===== src/common/ass_pkg.sv =====
/*
 scan sequencer package: register offsets, field positions, reset values,
 state timing counts and carrier structs.
 assumes one 200 MHz clock; one state equals one clock cycle.
*/
package ass_pkg;
   localparam int ADDR_W = 4;
   localparam int DATA_W = 16;
   localparam int RES_W = 10;
   localparam int CH_W = 3;
   localparam int NUM_CH = 8;
   // register offsets
   localparam logic [ADDR_W-1:0] OFF_CTRL = 4'h0;
   localparam logic [ADDR_W-1:0] OFF_TRIG = 4'h1;
   localparam logic [ADDR_W-1:0] OFF_RES0 = 4'h8;
   // control/status and trigger field positions
   localparam int BIT_END = 7;
   localparam int BIT_IE = 6;
   localparam int BIT_START = 5;
   localparam int BIT_SCAN = 4;
   localparam int BIT_SPEED = 3;
   localparam int BIT_GROUP = 2;
   localparam int BIT_TIMER_TRIGGER_ENABLE = 7;
   localparam logic [DATA_W-1:0] TRIG_RESERVED = 16'h007F;
   localparam logic [DATA_W-1:0] CTRL_RESET = 16'h0000;
   // timing, in states
   localparam int DELAY_SLOW_MIN = 10;
   localparam int DELAY_SLOW_MAX = 17;
   localparam int DELAY_FAST_MIN = 6;
   localparam int DELAY_FAST_MAX = 9;
   localparam int SAMPLE_SLOW = 64;
   localparam int SAMPLE_FAST = 32;
   localparam int CONV_SLOW = 256;
   localparam int CONV_FAST = 128;
   // first conversion total, from the start write to the done pulse
   localparam int CONV_FIRST_SLOW_MIN = 259;
   localparam int CONV_FIRST_SLOW_MAX = 266;
   localparam int CONV_FIRST_FAST_MIN = 131;
   localparam int CONV_FIRST_FAST_MAX = 134;
   localparam int CNT_W = 9;
   // phase of the internal timing grid, one length per speed, equal to the number of delay values in that speed's range
   localparam int PHASE_SLOW = DELAY_SLOW_MAX - DELAY_SLOW_MIN + 1;
   localparam int PHASE_FAST = DELAY_FAST_MAX - DELAY_FAST_MIN + 1;
   localparam int PH_W = 3;

   typedef struct packed {
      logic [ADDR_W-1:0] addr;
      logic [DATA_W-1:0] wdata;
      logic wr;
      logic rd;
   } ass_bus_req_t;

   typedef enum logic [1:0] {ASS_IDLE, ASS_DELAY, ASS_SAMPLE, ASS_CONVERT} ass_state_t;
endpackage : ass_pkg


===== src/hw/ass_scan_sequencer.sv =====
/*
 scan-mode conversion sequencer with result registers and trigger start.
 assumes a sample/hold and bit-decision analog core outside: it samples on
 sampleHold, and holds analogCode steady until convDone is pulsed by this block.
 the timer trigger and analogCode come from other domains and are synchronised.
*/
`timescale 1ns/10ps
module ass_scan_sequencer
   import ass_pkg::*;
(
   input wire logic sys_clk,
   input wire logic sys_rst,
   input wire ass_pkg::ass_bus_req_t busReq,
   output logic [ass_pkg::DATA_W-1:0] busRdata,
   input wire logic timerTrigger,
   input wire logic [ass_pkg::RES_W-1:0] analogCode,
   output logic [ass_pkg::CH_W-1:0] activeChannel,
   output logic sampleHold,
   output logic convDone,
   output logic endInterrupt
);
   import ass_pkg::*;

   function automatic logic [CNT_W-1:0] phaseLen(input ass_state_t st, input logic fast, input logic first);
      logic [CNT_W-1:0] n;
      n = '0;
      unique case (st)
         ASS_SAMPLE: n = fast ? CNT_W'(SAMPLE_FAST) : CNT_W'(SAMPLE_SLOW);
         ASS_CONVERT: begin
            // first conversion absorbs the minimum start delay, so its total stays in range
            if (first) n = fast ? CNT_W'(CONV_FIRST_FAST_MIN - DELAY_FAST_MIN - SAMPLE_FAST)
                                : CNT_W'(CONV_FIRST_SLOW_MIN - DELAY_SLOW_MIN - SAMPLE_SLOW);
            else n = fast ? CNT_W'(CONV_FAST - SAMPLE_FAST) : CNT_W'(CONV_SLOW - SAMPLE_SLOW);
         end
         ASS_DELAY: n = '0;
         ASS_IDLE: n = '0;
      endcase
      return n;
   endfunction : phaseLen

   // synchronisers
   logic [1:0] trigSync_reg;
   logic trigPrev_reg;
   logic [RES_W-1:0] codeMeta_reg, codeSync_reg;

   // control state
   logic endFlag_reg, endFlag_next;
   logic endSeen_reg, endSeen_next;
   logic intEn_reg, intEn_next;
   logic start_reg, start_next;
   logic scan_reg, scan_next;
   logic fast_reg, fast_next;
   logic [CH_W-1:0] chSel_reg, chSel_next;
   logic timer_trigger_enable_reg, timer_trigger_enable_next;
   logic [RES_W-1:0] result_reg [NUM_CH];
   logic [RES_W-1:0] result_next [NUM_CH];
   logic [DATA_W-1:0] rdata_reg, rdata_next;

   // sequencer state
   ass_state_t state_reg, state_next;
   logic [CNT_W-1:0] cnt_reg, cnt_next;
   logic [PH_W-1:0] phase_reg, phase_next;
   logic [CH_W-1:0] chan_reg, chan_next;
   logic firstConv_reg, firstConv_next;
   logic sample_reg, sample_next;
   logic done_reg, done_next;
   logic irq_reg, irq_next;

   logic trigEdge;
   logic [CH_W-1:0] firstCh, lastCh;
   assign trigEdge = trigSync_reg[1] & ~trigPrev_reg;
   assign firstCh = chSel_reg[BIT_GROUP] ? CH_W'(4) : CH_W'(0);
   assign lastCh = scan_reg ? (firstCh | {1'b0, chSel_reg[1:0]}) : chSel_reg;

   always_ff @(posedge sys_clk or posedge sys_rst) begin
      if (sys_rst) begin
         trigSync_reg <= '0;
         trigPrev_reg <= 1'b0;
         codeMeta_reg <= '0;
         codeSync_reg <= '0;
      end else begin
         trigSync_reg <= {trigSync_reg[0], timerTrigger};
         trigPrev_reg <= trigSync_reg[1];
         codeMeta_reg <= analogCode;
         codeSync_reg <= codeMeta_reg;
      end
   end

   // register file and sequencer next values
   always_comb begin
      logic stopNow, trigStart, swStart, startRise, doneNow;
      stopNow = 1'b0;
      trigStart = 1'b0;
      swStart = 1'b0;
      startRise = 1'b0;
      doneNow = 1'b0;
      endFlag_next = endFlag_reg;
      endSeen_next = endSeen_reg;
      intEn_next = intEn_reg;
      start_next = start_reg;
      scan_next = scan_reg;
      fast_next = fast_reg;
      chSel_next = chSel_reg;
      timer_trigger_enable_next = timer_trigger_enable_reg;
      result_next = result_reg;
      rdata_next = '0;
      state_next = state_reg;
      cnt_next = cnt_reg;
      phase_next = fast_reg ? ((phase_reg >= PH_W'(PHASE_FAST - 1)) ? '0 : phase_reg + PH_W'(1))
                            : ((phase_reg >= PH_W'(PHASE_SLOW - 1)) ? '0 : phase_reg + PH_W'(1));
      chan_next = chan_reg;
      firstConv_next = firstConv_reg;
      sample_next = 1'b0;
      done_next = 1'b0;

      if (busReq.rd) begin
         if (busReq.addr == OFF_CTRL) begin
            rdata_next = {8'h00, endFlag_reg, intEn_reg, start_reg, scan_reg, fast_reg, chSel_reg};
            if (endFlag_reg) endSeen_next = 1'b1;
         end else if (busReq.addr == OFF_TRIG) begin
            rdata_next = TRIG_RESERVED | (DATA_W'(timer_trigger_enable_reg) << BIT_TIMER_TRIGGER_ENABLE);
         end else if (busReq.addr >= OFF_RES0) begin
            rdata_next = DATA_W'(result_reg[busReq.addr[CH_W-1:0]]);
         end
      end
      if (busReq.wr && busReq.addr == OFF_CTRL) begin
         intEn_next = busReq.wdata[BIT_IE];
         scan_next = busReq.wdata[BIT_SCAN];
         fast_next = busReq.wdata[BIT_SPEED];
         chSel_next = busReq.wdata[CH_W-1:0];
         start_next = busReq.wdata[BIT_START];
         swStart = busReq.wdata[BIT_START] & ~start_reg;
         stopNow = ~busReq.wdata[BIT_START];
         if (!busReq.wdata[BIT_END] && endSeen_reg) begin
            endFlag_next = 1'b0;
            endSeen_next = 1'b0;
         end
      end
      if (busReq.wr && busReq.addr == OFF_TRIG) timer_trigger_enable_next = busReq.wdata[BIT_TIMER_TRIGGER_ENABLE];
      trigStart = trigEdge & timer_trigger_enable_reg & ~start_next;
      if (trigStart) start_next = 1'b1;
      startRise = swStart | trigStart;

      unique case (state_reg)
         ASS_IDLE: ;
         ASS_DELAY: begin
            // delay tail aligned to the internal grid gives the documented spread
            if (cnt_reg != '0) cnt_next = cnt_reg - CNT_W'(1);
            else if (phase_reg == '0) begin
               state_next = ASS_SAMPLE;
               cnt_next = phaseLen(ASS_SAMPLE, fast_reg, firstConv_reg) - CNT_W'(1);
               sample_next = 1'b1;
            end
         end
         ASS_SAMPLE: begin
            sample_next = (cnt_reg != '0);
            if (cnt_reg != '0) cnt_next = cnt_reg - CNT_W'(1);
            else begin
               state_next = ASS_CONVERT;
               cnt_next = phaseLen(ASS_CONVERT, fast_reg, firstConv_reg) - CNT_W'(1);
            end
         end
         ASS_CONVERT: begin
            if (cnt_reg != '0) cnt_next = cnt_reg - CNT_W'(1);
            else doneNow = 1'b1;
         end
      endcase

      if (doneNow) begin
         done_next = 1'b1;
         result_next[chan_reg] = codeSync_reg;
         firstConv_next = 1'b0;
         if (!scan_reg) begin
            state_next = ASS_IDLE;
            start_next = 1'b0;
            endFlag_next = 1'b1;
         end else begin
            if (chan_reg == lastCh) begin
               endFlag_next = 1'b1;
               chan_next = firstCh;
            end else begin
               chan_next = chan_reg + CH_W'(1);
            end
            // back-to-back scans skip the delay: 256/128 states each
            state_next = ASS_SAMPLE;
            cnt_next = phaseLen(ASS_SAMPLE, fast_reg, 1'b0) - CNT_W'(1);
            sample_next = 1'b1;
         end
      end
      if (startRise) begin
         state_next = ASS_DELAY;
         chan_next = scan_next ? (chSel_next[BIT_GROUP] ? CH_W'(4) : CH_W'(0)) : chSel_next;
         firstConv_next = 1'b1;
         cnt_next = fast_next ? CNT_W'(DELAY_FAST_MIN - 1) : CNT_W'(DELAY_SLOW_MIN - 1);
         sample_next = 1'b0;
      end else if (stopNow && busReq.wr) begin
         state_next = ASS_IDLE;
         sample_next = 1'b0;
      end
      irq_next = endFlag_next & intEn_next;
   end

   always_ff @(posedge sys_clk or posedge sys_rst) begin
      if (sys_rst) begin
         endFlag_reg <= 1'b0;
         endSeen_reg <= 1'b0;
         intEn_reg <= 1'b0;
         start_reg <= 1'b0;
         scan_reg <= 1'b0;
         fast_reg <= 1'b0;
         chSel_reg <= '0;
         timer_trigger_enable_reg <= 1'b0;
         result_reg <= '{default: '0};
         rdata_reg <= '0;
         state_reg <= ASS_IDLE;
         cnt_reg <= '0;
         phase_reg <= '0;
         chan_reg <= '0;
         firstConv_reg <= 1'b0;
         sample_reg <= 1'b0;
         done_reg <= 1'b0;
         irq_reg <= 1'b0;
      end else begin
         endFlag_reg <= endFlag_next;
         endSeen_reg <= endSeen_next;
         intEn_reg <= intEn_next;
         start_reg <= start_next;
         scan_reg <= scan_next;
         fast_reg <= fast_next;
         chSel_reg <= chSel_next;
         timer_trigger_enable_reg <= timer_trigger_enable_next;
         result_reg <= result_next;
         rdata_reg <= rdata_next;
         state_reg <= state_next;
         cnt_reg <= cnt_next;
         phase_reg <= phase_next;
         chan_reg <= chan_next;
         firstConv_reg <= firstConv_next;
         sample_reg <= sample_next;
         done_reg <= done_next;
         irq_reg <= irq_next;
      end
   end

   assign busRdata = rdata_reg;
   assign activeChannel = chan_reg;
   assign sampleHold = sample_reg;
   assign convDone = done_reg;
   assign endInterrupt = irq_reg;

   // assertion helper: cycles since conversion start; a done opens the next scan conversion at one
   logic [CNT_W-1:0] convAge_reg;
   always_ff @(posedge sys_clk or posedge sys_rst) begin
      if (sys_rst) convAge_reg <= '0;
      else if (state_reg == ASS_IDLE) convAge_reg <= '0;
      else if (done_reg) convAge_reg <= CNT_W'(1);
      else convAge_reg <= convAge_reg + CNT_W'(1);
   end

   // assertion helper: cycles the hold has stood open
   logic [CNT_W-1:0] sampleAge_reg;
   always_ff @(posedge sys_clk or posedge sys_rst) begin
      if (sys_rst) sampleAge_reg <= '0;
      else if (sample_reg) sampleAge_reg <= sampleAge_reg + CNT_W'(1);
      else sampleAge_reg <= '0;
   end

   a_irq_follows_flag: assert property (@(posedge sys_clk) disable iff (sys_rst)
      (endFlag_reg && intEn_reg) |-> endInterrupt) else $error("interrupt missing");
   a_scan_wraps_first: assert property (@(posedge sys_clk) disable iff (sys_rst)
      (done_reg && scan_reg && start_reg && $past(chan_reg) == lastCh && $past(state_reg) == ASS_CONVERT)
      |-> (chan_reg == firstCh && endFlag_reg)) else $error("scan did not wrap");
   a_scan_next_channel: assert property (@(posedge sys_clk) disable iff (sys_rst)
      (done_reg && scan_reg && $past(chan_reg) != lastCh && $past(state_reg) == ASS_CONVERT && !$past(busReq.wr))
      |-> chan_reg == $past(chan_reg) + CH_W'(1)) else $error("channel not advanced");
   a_scan_exact_len: assert property (@(posedge sys_clk) disable iff (sys_rst)
      (done_reg && scan_reg && !fast_reg && !$past(firstConv_reg)) |-> $past(convAge_reg) == CNT_W'(CONV_SLOW - 1))
      else $error("scan conversion length wrong");
   a_first_conv_range: assert property (@(posedge sys_clk) disable iff (sys_rst)
      (done_reg && $past(firstConv_reg) && !fast_reg) |->
      ($past(convAge_reg) >= CNT_W'(CONV_FIRST_SLOW_MIN - 1) && $past(convAge_reg) <= CNT_W'(CONV_FIRST_SLOW_MAX - 1)))
      else $error("first conversion out of range");
   a_sample_length: assert property (@(posedge sys_clk) disable iff (sys_rst)
      ($fell(sampleHold) && state_reg == ASS_CONVERT) |->
      sampleAge_reg == (fast_reg ? CNT_W'(SAMPLE_FAST) : CNT_W'(SAMPLE_SLOW))) else $error("sampling length wrong");
   a_trigger_gated: assert property (@(posedge sys_clk) disable iff (sys_rst)
      (trigEdge && !timer_trigger_enable_reg && !busReq.wr && !start_reg) |=> !start_reg) else $error("trigger not gated");
   a_stop_idles: assert property (@(posedge sys_clk) disable iff (sys_rst)
      (busReq.wr && busReq.addr == OFF_CTRL && !busReq.wdata[BIT_START]) |=> state_reg == ASS_IDLE)
      else $error("stop ignored");
endmodule : ass_scan_sequencer


===== config.mk =====
export PLATFORM = sky130hd
export DESIGN_NAME = ass_scan_sequencer
export DESIGN_NICKNAME = d
export VERILOG_FILES = /design/src/common/ass_pkg.sv /design/src/hw/ass_scan_sequencer.sv
export SDC_FILE = /design/constraint.sdc
export NUM_CORES = 1
export LEC_CHECK = 0
export BUFFER_PORTS_ARGS = -buffer_cell sky130_fd_sc_hd__clkbuf_2
export CAP_MARGIN = 20
export CORE_MARGIN = 2
export CORE_UTILIZATION = 24
export DETAILED_ROUTE_END_ITERATION = 7
export PLACE_DENSITY = 0.36
export SLEW_MARGIN = 5
export SYNTH_ARGS = -nofsm -noshare
export SYNTH_HDL_FRONTEND = slang
export SYNTH_SLANG_ARGS = --single-unit

===== constraint.sdc =====
create_clock -name sys_clk -period 6 [get_ports sys_clk]
set_input_delay 0.6 -clock sys_clk [delete_from_list [all_inputs] [get_ports sys_clk]]
set_output_delay 0.6 -clock sys_clk [all_outputs]
set_load 0.01 [all_outputs]

==> summary.md <==
| Metric | Value |
|---|---|
| Initial DRC Count | `150` |
| Worst-margin pin slew | `1060 ps` |
| Max VDD drop | `0.173 mV` |
| NumNets Final | `around 630` |
| Clock Path Buffers | `2` |
| Initial antenna violation count | `0` |
| Max Cap Viol | `0` |
| Hold-fix buffers at CTS | `0` |
| Largest net degree at the start of global routing | `90` |
| Flops & latches, synth | `144` |
| Rows | `approximately 60` |
| Met2 routed WL | `8370 um` |
| Final ANT Viol Nets | `0` |
| Fin. Hold Viols | `0` |
| Initial Util | `between 20 and 25%` |
| Top Layer Used | `met4` |
| R2R setup slack | `2660 ps` |
| Core ar. | `27800 um2` |
| Final slew viol count | `0` |
| Max FO, Critical Path | `10` |
| CTS root buf | `clkbuf_16` |
| Yosys cell types | `63` |
| Max incr delay on CP | `about 700 ps` |
| TNS Setup | `0 ps` |
| Final setup fails | `0` |
| Full die area | `roughly 30000 um2` |
| Residual DRC | `0` |
| Ys Warns | `0` |
| Final HPWL from detailed placement | `11100 um` |
| GPL Wtd Cong | `0.763` |
| Layout Area Growth over Synthesis | `17.8%` |
| Power per Cell Area | `between 400 and 500 nW/um2` |
| Min Clock Period, post-route | `3340 ps` |
| Post_cts resized | `0` |
| CTS clock-pin slew for the worst setup and hold paths | `70 ps` |
| Post-Syn Instances | `544` |
| WP buf/inv | `1` |
| Clock Latency Late Sink | `420 ps` |
| WL/cell | `17.8 um` |
| Max Clock Freq | `299 MHz` |
| Grt ovf | `0` |
| CTS Buf Count | `17` |
| Die width | `172 um` |
| # diodes | `0` |
| Vias in the first global route | `4594` |
| HP Class | `in2reg` |
| First-pass GRT wire length | `27500 um` |
| Avg Inst Size Synth | `around 12 um2` |
| Synth top area share | `a little over half` |
| Slowest library cell on the worst path | `nand3b_1` |
| Post-Syn Area | `roughly 6800 um2` |
| Vias per inst | `between 4 and 5` |
| Share of layout cells above drive strength 1 | `roughly a third` |
| Status | `completed` |
| Worst path required time | `6300 ps` |
| Worst-path cell chain | `inv_1 -> ha_1 -> nor4b_4 -> nand2_2 -> nor3b_2 -> nand3b_1 -> mux2_2` |
| Worst rel slew slack | `29.3%` |
| Final period util | `between 50 and 60%` |
| Htree depth | `4` |
| # Post-CTS Setup Buffers | `0` |
| Die height | `172 um` |
| Crit. End Element | `flop` |
| Area contributors post-synth | `dfrtp_1, mux2_2, o21ai_0` |
| I/O Buffers | `42` |
| Max reg flops | `80` |
| I/O pins | `57` |
| RSZ-0062 raised after global routing | `false` |
| 1st-pass router iterations | `4` |
| GRT Overall Usage | `12.6%` |
| Total number of vias | `4416` |
| Skew final | `8.32 ps` |
| Leakage dissipation | `3.68 nW` |
| Detail Route met3 WL | `556 um` |
| Sequential area share after synthesis | `53.2%` |
| Post-synth top flop | `dfrtp_1` |
| Delay-heaviest family, CP | `simple AND/OR/NAND/NOR gates` |
| Critical Path AT | `3640 ps` |
| Routed WL | `17300 um` |
| Kind of critical path | `reg2reg` |
| Routed metal-1 wirelength | `8250 um` |
| Clk sinks | `roughly 140` |
| Post-synth top area cell | `dfrtp_1` |
| TritonCTS clock tree | `done` |
| CP Launch Type | `flop` |
| Final Power | `around 3.3 mW` |
| EDFF count, synth | `0` |
| Ys async rst share | `100%` |
[stage by stage]
step | util, % | hold WS, ps | instances | area, um2 | setup slack [ps]
after CTS | 28.7 | 258 | 974 | 7990 | 2640
final | 28.7 | 279 | 974 | 7990 | 2660
after global placement | 26.5 | 331 | 942 | 7360 | 2400
after detailed placement | 26.5 | 336 | 942 | 7360 | 2340
after floorplan | - | 331 | 549 | 6800 | 1530
after global routing | 28.7 | 254 | 974 | 7990 | 2470
[layer usage]
layer,GRT usage [%],vias to the layer above
met5,0,-
met4,3.58,0
met3,2.61,14
met2,20.4,75
met1,16.9,2286
li1,-,2041
[final cells by class]
| cell class | count | area, um2 |
|---|---|---|
| clock buffers | 17 | 425 |
| clock inverters | 15 | 195 |
| fillers | 2906 | 19800 |
| inverters | 18 | 72.6 |
| multi-input cells | 356 | 2980 |
| flip-flops and latches | 144 | 3600 |
| well taps | 378 | 473 |
| repair buffers | 46 | 240 |
[kinds of logic after synthesis]
kind of cell	Yosys count	share of synthesized area (%)
buf+inv	49	3.34
compound gates	110	10.1
flops	144	53.2
mux	124	21.3
xor+xnor	8	1.03
simple gates	93	8.25
fa+ha+maj	15	2.77
other cells	1	0.0553
[path summary, 6_finish.rpt]
kind	startpoint	end	cells past startpoint
max in group asynchronous	sys_rst	result_reg[66]	3
worst max-delay path	cnt_reg[0]	result_reg[63]	7
worst max register to register	cnt_reg[0]	result_reg[63]	7
worst min-delay path	analogCode[9]	codeMeta_reg[9]	1
worst min register to register	trigSync_reg[0]	trigSync_reg[1]	0
min in group asynchronous	sys_rst	trigSync_reg[1]	2
[report_power, final]
part | switching [mW] | total, mW | internal [mW] | leakage, nW
registers | 0.178 | 1.33 | 1.16 | 1.90
clock network | 0.455 | 1.12 | 0.669 | 0.303
logic | 0.436 | 0.821 | 0.384 | 1.48
total | 1.07 | 3.28 | 2.21 | 3.68
[layout by cell type, fill, tap and decap left out, drive strengths merged, types with 3 or more instances in the layout]
| cell | netlist | layout |
|---|---|---|
| dfrtp | 144 | 144 |
| mux2 | 101 | 101 |
| clkbuf | 14 | 59 |
| o21ai | 39 | 39 |
| nand2 | 26 | 26 |
| inv | 18 | 26 |
| a21oi | 20 | 20 |
| nor2 | 18 | 18 |
| mux2i | 17 | 17 |
| ha | 15 | 15 |
| a31oi | 8 | 8 |
| o31ai | 8 | 8 |
| o22ai | 8 | 8 |
| o21bai | 7 | 7 |
| nand3 | 7 | 7 |
| mux4 | 6 | 6 |
| nand3b | 6 | 6 |
| xnor2 | 6 | 6 |
| conb | 1 | 6 |
| nor3 | 6 | 6 |
| nor3b | 5 | 5 |
| buf | 17 | 4 |
| and2 | 4 | 4 |
| nor4 | 4 | 4 |
| a211oi | 3 | 3 |
| and3 | 3 | 3 |
| nor2b | 3 | 3 |
| bufinv | 0 | 3 |
| clkinv | 0 | 3 |
[cells in the mapped netlist, types with 2 or more instances]
library cell  count
inv_1            18
a31oi_1           8
o21ai_0          39
o21bai_1          7
xnor2_1           6
nor2_1           17
nand3b_1          6
ha_1             15
buf_2             4
nor4_1            2
a211oi_1          3
and3_1            3
o22ai_1           8
buf_1             3
xor2_1            2
mux2i_1          17
or2_2             2
o31ai_1           8
nor3_1            5
buf_4            10
mux4_2            6
a21oi_1          20
nor2b_1           3
a221o_1           2
and2_1            3
nor3b_1           4
dfrtp_1         144
mux2_2          100
clkbuf_1         14
nand3_1           6
nand2_1          25
o311ai_0          2
nand4_1           2
(Power assumes the default switching activity.)
